File: config.mk
export PLATFORM = sky130hd
export DESIGN_NAME = tec_error_counters
export DESIGN_NICKNAME = d
export VERILOG_FILES = /design/src/rtl/tec_pkg.sv /design/src/rtl/tec_sat_counter.sv /design/src/rtl/tec_error_counters.sv
export SDC_FILE = /design/constraint.sdc
export NUM_CORES = 1
export LEC_CHECK = 0
export BUFFER_PORTS_ARGS = -buffer_cell sky130_fd_sc_hd__buf_4
export CAP_MARGIN = 5
export CELL_PAD_IN_SITES_DETAIL_PLACEMENT = 2
export CELL_PAD_IN_SITES_GLOBAL_PLACEMENT = 2
export CORE_MARGIN = 3
export CORE_UTILIZATION = 35
export DETAILED_ROUTE_END_ITERATION = 12
export PLACE_DENSITY = 0.78
export SYNTH_ARGS = -nofsm -noshare
export SYNTH_HDL_FRONTEND = slang
export SYNTH_SLANG_ARGS = --single-unit
File: constraint.sdc
create_clock -name clk -period 3.7 [get_ports clk]
set_clock_uncertainty 0.2 [all_clocks]
set_input_delay 0.185 -clock clk [delete_from_list [all_inputs] [get_ports clk]]
set_output_delay 0.185 -clock clk [all_outputs]
set_load 0.1 [all_outputs]
File: src/rtl/tec_pkg.sv
// Constants for the receive error counters and second interrupt mask.
// Assumes a 100 MHz system clock and a one-cycle receive bit enable.
//
// Behaviour
// Eight-bit mask register; bits 7..1 enable listed interrupts, bit 0 unused.
// All error count registers update at each one-second timer boundary.
// Software reads counts within one second of each update.
// Counters saturate at their maximum and never wrap to zero.
// Line violation count is 16 bits, high byte 0x23, low 0x24.
// Count bipolar violations; optionally 16 zeros, or 8 with substitution decoding.
// Valid substitution code words are excluded from the line count.
// Line violation counter counts even during loss of sync.
// ESF: path counter counts CRC6 errors, Fs option ignored.
// D4: path counter counts Ft errors, plus Fs errors if enabled.
// Path counter stops counting during loss of sync.
// Path bits 11..8 in low nibble of 0x25, bits 7..0 at 0x26.
// One-second tick from receive clock, spaced 999, 999, 1002 ms.
// At each boundary, copy accumulator to register and restart from zero.
`default_nettype none
package tec_pkg;
  localparam logic [7:0] ADDR_LINE_HIGH  = 8'h23;
  localparam logic [7:0] ADDR_LINE_LOW   = 8'h24;
  localparam logic [7:0] ADDR_PATH_HIGH  = 8'h25;
  localparam logic [7:0] ADDR_PATH_LOW   = 8'h26;
  localparam logic [7:0] ADDR_MASK_TWO   = 8'h6F;
  localparam logic [7:0] ADDR_STATUS     = 8'h70;
  localparam logic [7:0] ADDR_CONTROL    = 8'h71;
  localparam logic [7:0] MASK_RESET      = 8'h00;
  localparam logic [7:0] MASK_WRITABLE   = 8'hFE;
  localparam int         MASK_SEC_BIT    = 5;
  localparam int         CTL_EXZ_BIT     = 0;
  localparam int         CTL_FS_BIT      = 1;
  localparam int         CTL_B8ZS_BIT    = 2;
  localparam int         CTL_ESF_BIT     = 3;
  localparam logic [7:0] CONTROL_RESET   = 8'h00;
  localparam int         ZERO_RUN_PLAIN  = 16;
  localparam int         ZERO_RUN_SUBST  = 8;
  localparam int         LINE_WIDTH      = 16;
  localparam int         PATH_WIDTH      = 12;
  localparam int         BIT_RATE_HZ     = 1544000;
  localparam int         SHORT_SEC_MS    = 999;
  localparam int         LONG_SEC_MS     = 1002;
  localparam int         SHORT_SEC_BITS  = BIT_RATE_HZ / 1000 * SHORT_SEC_MS;
  localparam int         LONG_SEC_BITS   = BIT_RATE_HZ / 1000 * LONG_SEC_MS;
endpackage : tec_pkg
`default_nettype wire

File: src/rtl/tec_sat_counter.sv
// Saturating accumulator with a latched readable copy.
// Assumes the latch pulse lasts one cycle.
`default_nettype none
module tec_sat_counter #(
  parameter int WIDTH = 16
) (
  input  wire logic             clk,
  input  wire logic             rst,
  input  wire logic             inc,
  input  wire logic             latch,
  output logic      [WIDTH-1:0] held
);
  logic [WIDTH-1:0] acc_r;
  logic [WIDTH-1:0] acc_nxt;
  logic [WIDTH-1:0] held_r;
  wire              at_max = &acc_r;
  wire  [WIDTH-1:0] acc_inc = at_max ? acc_r : acc_r + 1'b1;
  // An event in the latch cycle lands in the fresh second
  assign acc_nxt = latch ? {{(WIDTH-1){1'b0}}, inc} : (inc ? acc_inc : acc_r);
  assign held    = held_r;
  always_ff @(posedge clk or posedge rst) begin
    if (rst) begin
      acc_r  <= '0;
      held_r <= '0;
    end else begin
      acc_r <= acc_nxt;
      // Latch-cycle event goes only to the new second, never to both
      if (latch) begin
        held_r <= acc_r; // see R2
      end
    end
  end
endmodule : tec_sat_counter
`default_nettype wire

File: src/rtl/tec_error_counters.sv
// Receive line and path error counters, one-second timer and second mask.
// Assumes rx_bit_en pulses once per received bit and events are one-cycle pulses.
`default_nettype none
module tec_error_counters #(
  parameter int SHORT_SEC_BITS = tec_pkg::SHORT_SEC_BITS,
  parameter int LONG_SEC_BITS  = tec_pkg::LONG_SEC_BITS
) (
  input  wire logic       clk,
  input  wire logic       rst,
  input  wire logic [7:0] addr,
  input  wire logic [7:0] wdata,
  input  wire logic       wr,
  input  wire logic       rd,
  output logic      [7:0] rdata,
  input  wire logic       rx_bit_en,
  input  wire logic       rx_zero,
  input  wire logic       bipolar_violation,
  input  wire logic       subst_code_word,
  input  wire logic       crc6_error,
  input  wire logic       ft_error,
  input  wire logic       fs_error,
  input  wire logic       receive_sync_lost,
  input  wire logic [3:0] out_of_sync_multiframe_counter,
  input  wire logic [6:0] other_events,
  output logic            one_second_event,
  output logic      [7:0] event_interrupt_mask_two,
  output logic            irq
);
  ////////////////////////////////////////////////////////////////////////////
  // One-second timer
  logic [31:0] sec_cnt_r;
  logic [1:0]  sec_phase_r;
  wire  [31:0] sec_len  = (sec_phase_r == 2'd2) ? LONG_SEC_BITS[31:0] : SHORT_SEC_BITS[31:0];
  wire         sec_tick = rx_bit_en && (sec_cnt_r == sec_len - 32'd1);
  always_ff @(posedge clk or posedge rst) begin
    if (rst) begin
      sec_cnt_r   <= 32'h0000_0000;
      sec_phase_r <= 2'd0;
    end else if (rx_bit_en) begin
      sec_cnt_r   <= sec_tick ? 32'h0000_0000 : sec_cnt_r + 32'd1;
      if (sec_tick) begin
        sec_phase_r <= (sec_phase_r == 2'd2) ? 2'd0 : sec_phase_r + 2'd1;
      end
    end
  end
  assign one_second_event = sec_tick;

  ////////////////////////////////////////////////////////////////////////////
  // Control bits
  logic [7:0] control_r;
  logic [7:0] mask_r;
  wire        exz_en  = control_r[tec_pkg::CTL_EXZ_BIT];
  wire        fs_en   = control_r[tec_pkg::CTL_FS_BIT];
  wire        b8zs_en = control_r[tec_pkg::CTL_B8ZS_BIT];
  wire        esf_sel = control_r[tec_pkg::CTL_ESF_BIT];

  ////////////////////////////////////////////////////////////////////////////
  // Excessive zeros
  logic [4:0] zero_run_r;
  wire  [4:0] zero_limit = b8zs_en ? 5'(tec_pkg::ZERO_RUN_SUBST) : 5'(tec_pkg::ZERO_RUN_PLAIN);
  wire        zero_hit   = rx_bit_en && rx_zero && (zero_run_r == zero_limit - 5'd1);
  always_ff @(posedge clk or posedge rst) begin
    if (rst) begin
      zero_run_r <= 5'd0;
    end else if (rx_bit_en) begin
      zero_run_r <= (!rx_zero || zero_hit) ? 5'd0 : zero_run_r + 5'd1;
    end
  end
  // Substitution words carry deliberate violations; drop them when decoding
  wire bpv_counted = bipolar_violation && !(b8zs_en && subst_code_word);
  // No sync gating on the line count
  wire line_inc = bpv_counted || (exz_en && zero_hit); // see R6
  wire path_src = esf_sel ? crc6_error : (ft_error || (fs_en && fs_error)); // see R9
  wire path_inc = path_src && !receive_sync_lost;

  ////////////////////////////////////////////////////////////////////////////
  // Counters
  logic [tec_pkg::LINE_WIDTH-1:0] line_count;
  logic [tec_pkg::PATH_WIDTH-1:0] path_count;
  tec_sat_counter #(.WIDTH(tec_pkg::LINE_WIDTH)) u_line (
    .clk   (clk),
    .rst   (rst),
    .inc   (line_inc),
    .latch (sec_tick),
    .held  (line_count)
  ); // see R2, see R4
  tec_sat_counter #(.WIDTH(tec_pkg::PATH_WIDTH)) u_path (
    .clk   (clk),
    .rst   (rst),
    .inc   (path_inc),
    .latch (sec_tick),
    .held  (path_count)
  ); // see R2, see R4

  ////////////////////////////////////////////////////////////////////////////
  // Interrupt status: bit 5 from own tick, bits 7..6 and 4..1 from framer events, bit 0 always zero
  logic [7:0] status_r;
  wire  [7:0] events    = {other_events[6:5], sec_tick, other_events[4:0]} & tec_pkg::MASK_WRITABLE;
  wire        rd_status = rd && (addr == tec_pkg::ADDR_STATUS);
  always_ff @(posedge clk or posedge rst) begin
    if (rst) begin
      status_r <= 8'h00;
    end else begin
      // Set wins over read-clear
      status_r <= (rd_status ? 8'h00 : status_r) | events;
    end
  end
  assign irq = |(status_r & mask_r);

  ////////////////////////////////////////////////////////////////////////////
  // Register port
  wire wr_mask = wr && (addr == tec_pkg::ADDR_MASK_TWO);
  wire wr_ctl  = wr && (addr == tec_pkg::ADDR_CONTROL);
  always_ff @(posedge clk or posedge rst) begin
    if (rst) begin
      mask_r    <= tec_pkg::MASK_RESET;
      control_r <= tec_pkg::CONTROL_RESET;
    end else begin
      if (wr_mask) begin
        mask_r <= wdata & tec_pkg::MASK_WRITABLE;
      end
      if (wr_ctl) begin
        control_r <= wdata & 8'h0F;
      end
    end
  end
  assign event_interrupt_mask_two = mask_r;

  logic [7:0] rd_mux;
  always_comb begin
    unique case (addr)
      tec_pkg::ADDR_LINE_HIGH: rd_mux = line_count[15:8];
      tec_pkg::ADDR_LINE_LOW:  rd_mux = line_count[7:0];
      tec_pkg::ADDR_PATH_HIGH: rd_mux = {out_of_sync_multiframe_counter, path_count[11:8]};
      tec_pkg::ADDR_PATH_LOW:  rd_mux = path_count[7:0];
      tec_pkg::ADDR_MASK_TWO:  rd_mux = mask_r;
      tec_pkg::ADDR_STATUS:    rd_mux = status_r;
      tec_pkg::ADDR_CONTROL:   rd_mux = control_r;
      default:                 rd_mux = 8'h00;
    endcase
  end
  logic [7:0] rdata_r;
  always_ff @(posedge clk or posedge rst) begin
    if (rst) begin
      rdata_r <= 8'h00;
    end else begin
      rdata_r <= rd ? rd_mux : 8'h00;
    end
  end
  assign rdata = rdata_r;
endmodule : tec_error_counters
`default_nettype wire

Yosys cells after proc, flatten, opt, wreduce, memory -nomap -nowiden
Cells that the tools add are included.
{ "classes": {"n_eq_ne": 12, "n_mux": 15, "n_bitwise": 2, "n_reduce_logical": 25, "n_addsub": 7} }
{ "ops": {"columns": ["op", "n"], "rows": [
  ["8-bit one-hot mux with 7 select lines", 1],
  ["16-bit 2-to-1 mux", 3],
  ["12-bit 2-to-1 mux", 3],
  ["32-bit by 1-bit adder with 32-bit output (second input constant)", 1],
  ["32-bit == test", 1],
  ["8-bit by 6-bit == test with 1-bit output (second input constant)", 4],
  ["32-bit 2-to-1 mux", 1],
  ["8-bit by 7-bit == test with 1-bit output (second input constant)", 3],
  ["21-bit by 1-bit subtractor with 22-bit output (second input constant)", 1],
  ["16-bit by 1-bit adder with 16-bit output (second input constant)", 1],
  ["8-bit 2-to-1 mux", 2],
  ["16-bit AND reduction", 1],
  ["13-bit 2-to-1 mux", 1],
  ["12-bit by 1-bit adder with 12-bit output (second input constant)", 1],
  ["12-bit AND reduction", 1],
  ["1-bit logical AND", 11],
  ["5-bit 2-to-1 mux", 2],
  ["8-bit bitwise AND", 1],
  ["8-bit OR", 1],
  ["8-bit OR reduction", 1],
  ["2-bit AND reduction", 3],
  ["5-bit by 1-bit adder with 5-bit output (second input constant)", 1],
  ["5-bit == test", 1],
  ["5-bit by 1-bit subtractor with 5-bit output (second input constant)", 1],
  ["other kinds (8)", 14]
]} }
{ "totals": {"inputBits": 39, "reg_bits": 122} }

Longest topological paths before layout
Gate-level depths: netlist (run 1).
{ "depth": {"word_depth": 8, "ltp_mapped": 7} }

Cells and area by module
A second synthesis (run 1) with hierarchy kept.
{ "unflattened": {"hier_cells": 590, "area_unflattened_um2": 6233.5} }
{ "by_module_without_submodules": {"columns": ["module", "cells_per_inst", "area_per_inst_um2", "seq_area_each_um2", "instances"], "rows": [
  ["tec_error_counters", 356, 3527.1, 1626.6, 1],
  ["tec_sat_counter at u_line", 137, 1532.7, 800.8, 1],
  ["tec_sat_counter at u_path", 97, 1173.6, 600.6, 1]
]} }

Worst setup path after synthesis (run 1)
No wires, ideal clock.
{ "synth_path": {"path_kind": "register to register", "startpoint": "register sec_cnt_r[6]", "endpoint": "register sec_cnt_r[0]", "period_less_slack_ps": 4128, "stages_incl_launch_ff": 6, "required_time_ps": 3375, "t_arrival_ps": 3803, "slack_ps": -428, "path_cell_list": "dfrtp_1 > or4_1 > or3_4 > a2111oi_2 > nor2_1 > mux2_2"} }
{ "synth_via": {"elab_chain_cells": 3} }
{ "synth_rtl": {"columns": ["item", "line", "text"], "rows": [
  ["start, declared", "tec_error_counters.sv:31", "logic [31:0] sec_cnt_r;"],
  ["start signal, assigned", "tec_error_counters.sv:40", "sec_cnt_r <= sec_tick ? 32'h0000_0000 : sec_cnt_r + 32'd1;"],
  ["32-bit == test", "tec_error_counters.sv:34", "wire sec_tick = rx_bit_en && (sec_cnt_r == sec_len - 32'd1);"],
  ["1-bit logical AND", "tec_error_counters.sv:34", null],
  ["net one_second_event", "tec_error_counters.sv:25", "output logic one_second_event,"],
  ["32-bit 2-to-1 mux", "tec_error_counters.sv:40", null]
]} }
The timed path passes the listed nets, and every way through them passes these cells.
A chain may end at the register's enable or synchronous reset.

Worst setup path in the final report (run 1)
{ "layout_path": {"startpoint": "register sec_cnt_r[3]", "endpoint": "register u_path.acc_r[0]"} }
{ "layout_via": {"elab_chain_cells": 4} }
{ "layout_rtl": {"columns": ["item", "line", "text"], "rows": [
  ["32-bit == test (*)", "tec_error_counters.sv:34", null],
  ["1-bit logical AND (*)", "tec_error_counters.sv:34", null],
  ["2-bit != test (no source line) / 2-bit nonzero test (equally long branches)", null, null],
  ["2-bit AND reduction (no source line)", null, null],
  ["end signal, assigned", "tec_sat_counter.sv:26", "acc_r <= acc_nxt;"],
  ["end, declared", "tec_sat_counter.sv:13", "logic [WIDTH-1:0] acc_r;"]
]} }
Mark *: on every way between the ends. The rest lies on a longest branch, timed or not.

==> metrics.md, run 1 <==
| Metric | Value |
|---|---|
| Status | finished clean |
| First-pass GRT wire length | about 32,000 um |
| Yosys reg bits | between 100 and 150 |
| EDFF count, synth | 0 |
| Post-route cell area | 7400 um2 |
| Leak pwr | about 3.2 nW |
| Peak VDD IR | approximately 0.34 mV |
| Sequential area share after synthesis | ~51% |
| Area share of the largest cell type after synthesis | about half |
| Worst Hold Class | input pin to flip-flop |
| # rows | 46 |
| Synth Flop Type | dfrtp_1 |
| Hold_buf cts | 18 |
| Fmax | 315 MHz |
| Via count | about 4,800 |
| Clock root buffer | clkbuf_16 |
| Largest net degree at the start of global routing | 69 |
| Resized cells post-CTS | 0 |
| Max cap viols | 0 |
| Clk buf depth | 2 |
| I/O Buffers | 54 |
| Global route overflow | 0 |
| Slew headroom | between 10% and 20% |
| FF-to-FF Start | sec_cnt_r[3] |
| TritonCTS clock tree | yes |
| Sw frac | approximately 29% |
| Share of layout cells above drive strength 1 | 22.7% |
| Mapped Area | between 5000 and 6000 um2 |
| NetSw | about 0.0012 W |
| Worst Path Max Fanout | 43 |
| Post-DR wirelength/cell | about 24 um |
| Post-synth cell types | 53 |
| Via density per instance | 5.64 |
| Finish-stage setup viols | 0 |
| Initial Util | a little over a third |
| CP arrival | ~3.3 ns |
| Die area | around 18,000 um2 |
| Critical path's largest stage delay | 0.72 ns |
| Cell taking the most area after synthesis | dfrtp_1 |
| Vias in the first global route | about 5,400 |
| Slowest CP cell | a2111oi_4 |
| Multi-input combinational cell area | 2730 um2 |
| Antenna cells | 0 |
| Final HPWL DP | ~12,000 um |
| Num Clock Sinks | 121 |
| RR Endpoint | u_path.acc_r[0] |
| DRT iter0 DRCs | roughly 270 |
| Clk network pwr share | between 40 and 50% |
| GRT Total Usage | 23.4% |
| TritonRoute pass-1 iters | 7 |
| Num CTS Buffers | 17 |
| Worst hold path stage count | 3 |
| Area after DPL | between 6000 and 7000 um2 |
| Area contributors post-synth | dfrtp_1 51%, mux2_2 8.4%, xnor2_1 5.8% |
| Die Y | 136 um |
| Syn Area/Cell | ~11 um2 |
| Die W | 136 um |
| Initial antenna violation count | 0 |
| CORE AREA | between 15,000 and 20,000 um2 |
| Worst-Margin Slew | 1.20 ns |
| Hold Path Sink | rdata[0] |
| IO Pins | 57 |
| RSZ-0062 raised after global routing | false |
| Ys async rst share | 100% |
| Setup CP Type | flip-flop to flip-flop |
| P per Cell Area | ~540 nW/um2 |
| Clock Latency Late Sink | roughly 0.43 ns |
| Comb pwr share | 12.4% |
| Nets | a little under 700 |
| Int Pwr | around 0.0028 W |
| Crit path buffers/inverters | 1 |
| Crit path launch type | flip-flop |
| H-Tree Depth | 4 |
| Req. time, crit path | 3.84 ns |
| Register area | 3030 um2 |
| Detailed Route WL | roughly 20,000 um |
| CTS clock-pin slew for the worst setup and hold paths | 0.06 ns |
| Post-route setup TNS | 0 ns |
| R2r setup slk | about 0.52 ns |
| Fillers | ~1,600 |
| Worst reg-to-reg path cell count | 6 |
| P&R area growth vs syn | 25.3% |
| Sequential share of power | approximately two fifths |
| Synth warnings | 0 |
| Synth Net Count | ~590 |
| Placer Congestion | between 0.8 and 0.9 |
| Synth Instances | between 500 and 600 |
| Worst-path cell chain | or4_1 > or3_4 > a2111oi_4 > buf_12 > mux2_2 > o21ai_1 |
| Worst hold path startpoint | addr[0] |
| Final period utilization | a little under nine tenths |
| Final hold vios | 0 |
| Setup Buffers After CTS | 0 |
| Final number of max-transition violations | 0 |
| Delay-heaviest family, CP | simple AND/OR/NAND/NOR gates |
| DRC violation count after routing | 0 |
| Fin crit period | approximately 3.2 ns |
| Setup crit end kind | flip-flop |
| Routed Antenna Nets | 0 |
==> cells in the mapped netlist (10+ instances only) <==
cell      instances
mux2_2           44
nor2_1           54
nand4_1          25
nor3_1           10
nor4_1           18
a22oi_1          10
xor2_1           13
xnor2_1          39
a21oi_1          10
clkbuf_1         11
mux2i_1          11
nand3_1          18
inv_1            12
nand2_1          54
o21ai_0          19
dfrtp_1         121
==> per-layer routing <==
layer  vias up  GRT usage, %  share of wire (%)
met1      2551          28.2                 41
li1       2152             -                  -
met3        29          4.92                4.0
met2       117          41.1                 53
met4         0          8.96                2.5
met5         -             0                  0
==> how the worst max path moves through the flow <==
stage | from | end | slack, ns | depth (start not counted)
finish | sec_cnt_r[3] | u_path.acc_r[0] | 0.52 | 6
global route | sec_cnt_r[6] | u_path.acc_r[0] | 0.39 | 6
CTS | sec_cnt_r[3] | u_path.acc_r[0] | 0.52 | 6
detailed placement | sec_cnt_r[6] | u_line.held[5] | 0.59 | 5
global placement | sec_cnt_r[6] | u_path.acc_r[0] | 0.66 | 6
floorplan | rst | control_r[0] | 0.10 | 1
==> flip-flops by register name (all words and copies together) (netlist names) <==
signal / count
rdata: 8
sec_cnt_r: 32
u_line.held: 16
control_r: 4
zero_run_r: 5
u_path.held: 12
event_interrupt_mask_two: 7
u_line.acc_r: 16
u_path.acc_r: 12
status_r: 7
sec_phase_r: 2
==> stage by stage <==
stage                     power (W)  hold WS [ns]  utilization (%)  instances  setup WS (ns)
after floorplan             0.00194        0.0773                -        550          0.101
after global placement      0.00209         0.145             40.7        809          0.659
after detailed placement    0.00213         0.155             40.7        809          0.586
after CTS                   0.00399        0.0285             45.7        859          0.521
after global routing        0.00415         0.105             45.7        859          0.391
final                       0.00399         0.105             45.7        859          0.520
==> kinds of logic (layout without fill, tap and decap cells) <==
kind of cell,count (synthesis),after routing,synth area share (%)
other cells,1,1,0.0635
xor+xnor,52,52,7.72
compound gates,68,68,8.16
mux,56,56,10.5
simple gates,216,216,18.8
buf+inv,32,125,2.69
fa+ha+maj,4,4,0.848
flops,121,121,51.3
==> tightest hold or removal path: cells and delay by family <==
kind                   cells  cell delay, ns
AOI/OAI and AO/OA          1            0.10
and+or+nand+nor            1            0.18
buffers and inverters      1            0.19
==> power by group through the flow <==
stage	Clock [W]	Sequential, W	Combinational [W]
CTS	0.00184	0.00165	0.000500
global route	0.00192	0.00168	0.000548
finish	0.00184	0.00166	0.000496
floorplan	0	0.00162	0.000324
global placement	0	0.00166	0.000437
detailed placement	0	0.00167	0.000466
==> cells in the final DEF, fill, tap and decap left out, drive strengths merged, types with 3 or more instances in the layout <==
cell type and n:
buf 63, dfrtp 121, ha 4, a21o 7, o2bb2ai 3, nor4b 7, mux2 45, nor2 54
nand2 54, o21ai 20, a21oi 10, clkbuf 21, mux2i 11, clkinv 6, xnor2 39, nor3 10
or3 4, nand4 25, bufinv 4, a22oi 10, xor2 13, and3 3, inv 12, nor4bb 4
nor4 18, dlygate4sd3 18, or4 5, nand3 18, nor2b 4, a222oi 4
==> cell type report <==
cell class                      instances  share of cell area [%]
Clock buffer                           21                    6.36
Clock inverter                         11                    2.28
Inverter                               12                   0.643
Multi-Input combinational cell        397                    37.0
Sequential cell                       121                    40.9
Tap cell                              216                    3.65
Timing Repair Buffer                   81                    9.17
Note: power is estimated with default switching activity, not from simulation.
==> run 2: changes to the inputs <==
--- a/config.mk
+++ b/config.mk
@@ -13,6 +13,7 @@
 export CORE_UTILIZATION = 35
 export DETAILED_ROUTE_END_ITERATION = 12
 export PLACE_DENSITY = 0.78
+export RECOVER_POWER = 100
 export SYNTH_ARGS = -nofsm -noshare
 export SYNTH_HDL_FRONTEND = slang
 export SYNTH_SLANG_ARGS = --single-unit
==> metrics.md, run 2 (synthesis results as in run 1) <==
| Metric | Value |
|---|---|
| DRC violation count after routing | 0 (unchanged) |
| Worst-Margin Slew | 2.20 ns (+0.998 ns) |
| TritonRoute pass-1 iters | 5 (-2) |
| Leak pwr | 3.11 nW (-2.6%) |
| Setup crit end kind | primary output |
| TritonCTS clock tree | yes |
| Register area | 3030 um2 (unchanged) |
| Clock Latency Late Sink | 0.43 ns (about the same) |
| Fmax | 298 MHz (-5.2%) |
| Vias in the first global route | 5,353 (unchanged) |
| Sw frac | 28.8% (about the same) |
| Finish-stage setup viols | 0 (unchanged) |
| Post-DR wirelength/cell | 23.8 um (-0.28%) |
| CORE AREA | 16,200 um2 (unchanged) |
| Place WS | 0.586 ns (unchanged) |
| Num Clock Sinks | 121 (unchanged) |
| Sequential share of power | 41.6% (about the same) |
| Worst-path cell chain | or4_1 > or3_1 > a2111oi_4 > clkbuf_2 |
| # rows | 46 (unchanged) |
| Fin crit period | 3.36 ns (+0.176 ns) |
| Via count | 4,816 (-0.68%) |
| NetSw | 0.00115 W (-0.16%) |
| Placer Congestion | 0.810 (unchanged) |
| Max cap viols | 1 (+1) |
| RSZ-0062 raised after global routing | false |
| Multi-input combinational cell area | 2720 um2 (-0.41%) |
| Antenna cells | 0 (unchanged) |
| Initial antenna violation count | 0 (unchanged) |
| Final hold vios | 0 (unchanged) |
| Fillers | 1,680 (+2.0%) |
| CTS clock-pin slew for the worst setup and hold paths | 0.06 ns (about the same) |
| Crit path buffers/inverters | 1 (unchanged) |
| Final period utilization | 90.7% (+4.8 points) |
| Comb pwr share | 12.2% (-0.2 points) |
| Final HPWL DP | 12,000 um (unchanged) |
| Die Y | 136 um (unchanged) |
| Num CTS Buffers | 17 (unchanged) |
| Commonest non-fill, non-tap cell in the layout | dfrtp_1 |
| Global route overflow | 0 (unchanged) |
| Clk buf depth | 2 (unchanged) |
| Critical path's largest stage delay | 0.61 ns (-0.11 ns) |
| Commonest cells after routing, fill and taps aside | 121 x dfrtp_1, 54 x nor2_1, 54 x nand2_1, 40 x mux2_2, 39 x xnor2_1 |
| Share of layout cells above drive strength 1 | 18.2% (-4.5 points) |
| Detailed Route WL | 20,400 um (-0.28%) |
| Crit path launch type | flip-flop |
| Final number of max-transition violations | 54 (+54) |
| Slew headroom | -46.6% (-66 points) |
| Resized cells post-CTS | 0 (unchanged) |
| IO Pins | 57 (unchanged) |
| Nets | 673 (unchanged) |
| Die area | 18,500 um2 (unchanged) |
| Req. time, crit path | 3.31 ns (-0.53 ns) |
| First-pass GRT wire length | 32,400 um (unchanged) |
| Max FFs per register | 32 (unchanged) |
| P per Cell Area | 546 nW/um2 (+1.1%) |
| Failing checks | max-capacitance violations, max-slew violations |
| Setup Buffers After CTS | 0 (unchanged) |
| CP arrival | 2.97 ns (-0.35 ns) |
| Utilization after layout | 45.1% (-0.59 points) |
| Routed Antenna Nets | 0 (unchanged) |
| H-Tree Depth | 4 (unchanged) |
| Delay-heaviest family, CP | simple AND/OR/NAND/NOR gates |
| Status | finished, violations left |
| Worst Hold Class | input pin to flip-flop |
| Int Pwr | 0.00283 W (-0.25%) |
| Clock root buffer | clkbuf_16 |
| Setup CP Type | flip-flop to primary output |
| DRT iter0 DRCs | 247 (-7.8%) |
| Initial Util | 36.5% (unchanged) |
| I/O Buffers | 54 (unchanged) |
| Post-route setup TNS | 0 ns (unchanged) |
| P&R area growth vs syn | 23.7% |
| Clk network pwr share | 46.2% (+0.2 points) |
| Worst Path Max Fanout | 6 (-86%) |
| Worst Slack Setup Final | 0.344 ns (-0.176 ns) |
| Slowest CP cell | a2111oi_4 |
| Most flops, register | sec_cnt_r |
| GRT Total Usage | 23.4% (unchanged) |
| Via density per instance | 5.61 (-0.68%) |
| Peak VDD IR | 0.337 mV (-0.12%) |
| Largest net degree at the start of global routing | 69 (unchanged) |
| Die W | 136 um (unchanged) |
-- run 2: changes by cell type in the layout (fill, tap and decap cells not counted), moves of 4 or more --
cell	change
buf_4	-23
mux2_1	+4
mux2_2	-4
clkbuf_1	+21
-- run 2: cell type report --
| class | instances | share of cell area, % |
|---|---|---|
| clock buffer | 21 | 6.44 |
| inverter | 12 | 0.617 |
| clock inverter | 11 | 2.31 |
| multi-input combinational | 397 | 37.3 |
| sequential | 121 | 41.5 |
| tap | 216 | 3.70 |
| timing repair buffer | 81 | 8.17 |
-- run 2: path summary, 6_finish.rpt --
path                                from          endpoint  slack, ns  depth (start not counted)
hold reg to reg            sec_cnt_r[31]     sec_cnt_r[31]       0.29                          1
hold / removal                   addr[0]          rdata[0]        0.1                          3
max in group asynchronous            rst      control_r[3]       1.17                          3
min in group asynchronous            rst          rdata[3]       0.86                          3
setup reg to reg            sec_cnt_r[3]  u_line.acc_r[10]       0.44                          6
setup / recovery            sec_cnt_r[3]  one_second_event       0.34                          4
-- run 2: timing repair --
item,4_1_cts,5_1_grt
endpoints found under the setup margin,0,0
hold endpoints to repair,77,0
hold buffers,18,0
-- run 2: tightest hold or removal path, delay by kind of cell --
kind,cells,cell delay (ns)
AO/OA/AOI/OAI,1,0.10
buffers and inverters,1,0.19
AND/OR/NAND/NOR,1,0.18
-- run 2: stage by stage --
step / area, um2 / instances / total power, W / hold slack [ns]
after floorplan: 5910 / 550 / 0.00194 / 0.0773
after global placement: 6580 / 809 / 0.00209 / 0.145
after detailed placement: 6580 / 809 / 0.00213 / 0.155
after CTS: 7400 / 859 / 0.00399 / 0.0285
after global routing: 7300 / 859 / 0.00415 / 0.105
final: 7300 / 859 / 0.00398 / 0.0970
-- run 2: layer usage --
metal	track usage, %	up-vias	share of wire, %	wire (um)
li1	-	2152	-	-
met1	28.2	2513	40	8210
met2	41.1	115	53	10900
met3	4.92	36	4.0	808
met4	8.96	0	2.7	547
met5	0	-	0	0
-- run 2: power by group through the flow --
stage,Combinational (W),Clock (W),Sequential [W]
after floorplan,0.000324,0,0.00162
after global routing,0.000538,0.00192,0.00168
final,0.000487,0.00184,0.00166
after detailed placement,0.000466,0,0.00167
after global placement,0.000437,0,0.00166
after CTS,0.000500,0.00184,0.00165
==> run 3: changes to the inputs <==
--- a/config.mk
+++ b/config.mk
@@ -9,7 +9,7 @@
 export CAP_MARGIN = 5
 export CELL_PAD_IN_SITES_DETAIL_PLACEMENT = 2
 export CELL_PAD_IN_SITES_GLOBAL_PLACEMENT = 2
-export CORE_MARGIN = 3
+export CORE_MARGIN = 4
 export CORE_UTILIZATION = 35
 export DETAILED_ROUTE_END_ITERATION = 12
 export PLACE_DENSITY = 0.78
==> constraint.sdc (replaced) <==
create_clock -name clk -period 3.06 [get_ports clk]
set_clock_uncertainty 0.2 [all_clocks]
set_input_delay 0.153 -clock clk [delete_from_list [all_inputs] [get_ports clk]]
set_output_delay 0.153 -clock clk [all_outputs]
set_load 0.1 [all_outputs]
==> metrics.md, run 3 (synthesis results as in run 1) <==
| Metric | Value |
|---|---|
| Vias in the first global route | 5,410 (+1.1%) |
| First-pass GRT wire length | 30,600 um (-5.7%) |
| Num Clock Sinks | 121 (unchanged) |
| Worst Slack Setup Final | 0.168 ns (-0.177 ns) |
| Status | finished, violations left |
| Finish-stage setup viols | 0 (unchanged) |
| Req. time, crit path | 2.71 ns (-0.60 ns) |
| IO Pins | 57 (unchanged) |
| CORE AREA | 16,500 um2 (+2.2%) |
| Worst Hold Class | input pin to flip-flop |
| Detailed Route WL | 19,300 um (-5.5%) |
| Placer Congestion | 0.790 (-2.5%) |
| Initial antenna violation count | 0 (unchanged) |
| Commonest non-fill, non-tap cell in the layout | dfrtp_1 |
| Clock root buffer | clkbuf_16 |
| Antenna cells | 0 (unchanged) |
| Die Y | 138 um (+1.5%) |
| DRT iter0 DRCs | 258 (+4.5%) |
| Post-Place Cells | 816 (+0.87%) |
| Critical path's largest stage delay | 0.55 ns (-0.06 ns) |
| Num CTS Buffers | 17 (unchanged) |
| DRC violation count after routing | 0 (unchanged) |
| Final number of max-transition violations | 0 (-100%) |
| TritonRoute pass-1 iters | 4 (-1) |
| Via count | 4,770 (-0.96%) |
| Max cap viols | 1 (unchanged) |
| Crit path buffers/inverters | 1 (unchanged) |
| Multi-input combinational cell area | 2730 um2 (+0.41%) |
| Final period utilization | 94.5% |
| Die area | 19,000 um2 (+3.0%) |
| GRT Total Usage | 21.2% (-2.2 points) |
| H-Tree Depth | 4 (unchanged) |
| Clock Latency Late Sink | 0.42 ns (about the same) |
| Post-DR wirelength/cell | 22.3 um (-6.4%) |
| Worst-Margin Slew | 1.49 ns (-0.707 ns) |
| Final total power | 0.00459 W (+15%) |
| Global route overflow | 0 (unchanged) |
| Worst-path cell chain | or4_1 > or3_4 > a2111oi_4 > clkbuf_4 |
| Setup CP Type | flip-flop to primary output |
| # rows | 47 (+2.2%) |
| CP arrival | 2.54 ns (-0.43 ns) |
| CTS clock-pin slew for the worst setup and hold paths | 0.06 ns (about the same) |
| Commonest cells after routing, fill and taps aside | 121 x dfrtp_1, 54 x nor2_1, 54 x nand2_1, 40 x mux2_2, 40 x buf_4 |
| Fillers | 1,727 (+2.8%) |
| Slowest CP cell | or4_1 |
| Final HPWL DP | 12,200 um (+1.8%) |
| Die W | 138 um (+1.5%) |
| Max FFs per register | 32 (unchanged) |
| Failing checks | max-capacitance violations |
| TritonCTS clock tree | yes |
| Initial Util | 35.7% (-0.78 points) |
| Routed Antenna Nets | 0 (unchanged) |
| I/O Buffers | 54 (unchanged) |
| Most flops, register | sec_cnt_r |
| Place WS | 0.202 ns (-0.384 ns) |
| Final Non-Filler Cells | 867 (+0.93%) |
| Crit path launch type | flip-flop |
| Worst Path Max Fanout | 5 (-1) |
| Fin crit period | 2.89 ns |
| P&R area growth vs syn | 23.4% |
| Final hold vios | 0 (unchanged) |
| Setup crit end kind | primary output |
| Share of layout cells above drive strength 1 | 19.0% (+0.81 points) |
| Delay-heaviest family, CP | simple AND/OR/NAND/NOR gates |
| Clk buf depth | 2 (unchanged) |
| Leak pwr | 3.09 nW (-0.78%) |
| Via density per instance | 5.50 (-1.9%) |
| Largest net degree at the start of global routing | 58 (-16%) |
| P per Cell Area | 630 nW/um2 (+15%) |
| Register area | 3030 um2 (unchanged) |
| Peak VDD IR | 0.430 mV (+28%) |
| Nets | 678 (+0.74%) |
| Fmax | around 350 MHz |
| Slew headroom | 0.191% (+47 points) |
| RSZ-0062 raised after global routing | false |
[run 3: cell types whose count changed in the layout (fill, tap and decap cells not counted), moves of 2 or more]
cell / change
clkinvlp_4: +2
clkinv_4: -3
clkbuf_4: +2
buf_4: +2
bufinv_16: -3
clkbuf_8: +3
[run 3: worst paths after layout]
kind	start	to	slack (ns)	cells past startpoint
max in group asynchronous	rst	sec_cnt_r[5]	0.67	4
worst min-delay path	wr	control_r[3]	0.05	3
worst max-delay path	sec_cnt_r[6]	one_second_event	0.17	4
worst min register to register	sec_cnt_r[31]	sec_cnt_r[31]	0.29	1
min in group asynchronous	rst	u_line.held[10]	0.44	3
worst max register to register	sec_cnt_r[6]	u_line.held[7]	0.18	5
[run 3: per-layer routing]
layer / up-vias / global-route usage (%) / wire length [um]
li1: 2153 / - / -
met1: 2499 / 25.9 / 8040
met2: 91 / 36.6 / 10200
met3: 27 / 4.14 / 685
met4: 0 / 8.78 / 401
met5: - / 0 / 0
[run 3: worst min-delay path, stage by stage]
cell and delay (ns):
buf_4 0.12, nand3_1 0.18, mux2_2 0.19
[run 3: timing repair]
item                                    in CTS  in global routing
hold buffers                                19                  0
setup buffers                                0                  1
pin swaps                                    0                  1
gates cloned                                 0                  0
endpoints found under the hold margin       56                  0
gates resized for setup                      1                  0
endpoints found under the setup margin       1                  1
[run 3: power breakdown]
part | leakage (nW) | internal, W | switching [W]
Clock | 0.277 | 0.00124 | 0.000733
Sequential | 1.58 | 0.00175 | 0.000259
Combinational | 1.23 | 0.000249 | 0.000356
[run 3: stage by stage]
step | area, um2 | hold WS [ns] | utilization [%] | TNS [ns]
finish | 7280 | 0.0549 | 44.1 | 0
global route | 7280 | 0.0744 | 44.1 | 0
CTS | 7380 | 0.0476 | 44.7 | 0
detailed placement | 6610 | 0.126 | 40.0 | 0
global placement | 6610 | 0.113 | 40.0 | 0
floorplan | 5920 | 0.0453 | - | -0.186
[run 3: final cells by class]
cell class,count,share of cell area (%)
clock buffers,25,7.08
clock inverters,6,0.859
inverters,12,0.636
multi-input cells,397,37.5
flip-flops and latches,121,41.6
well taps,220,3.78
repair buffers,86,8.54
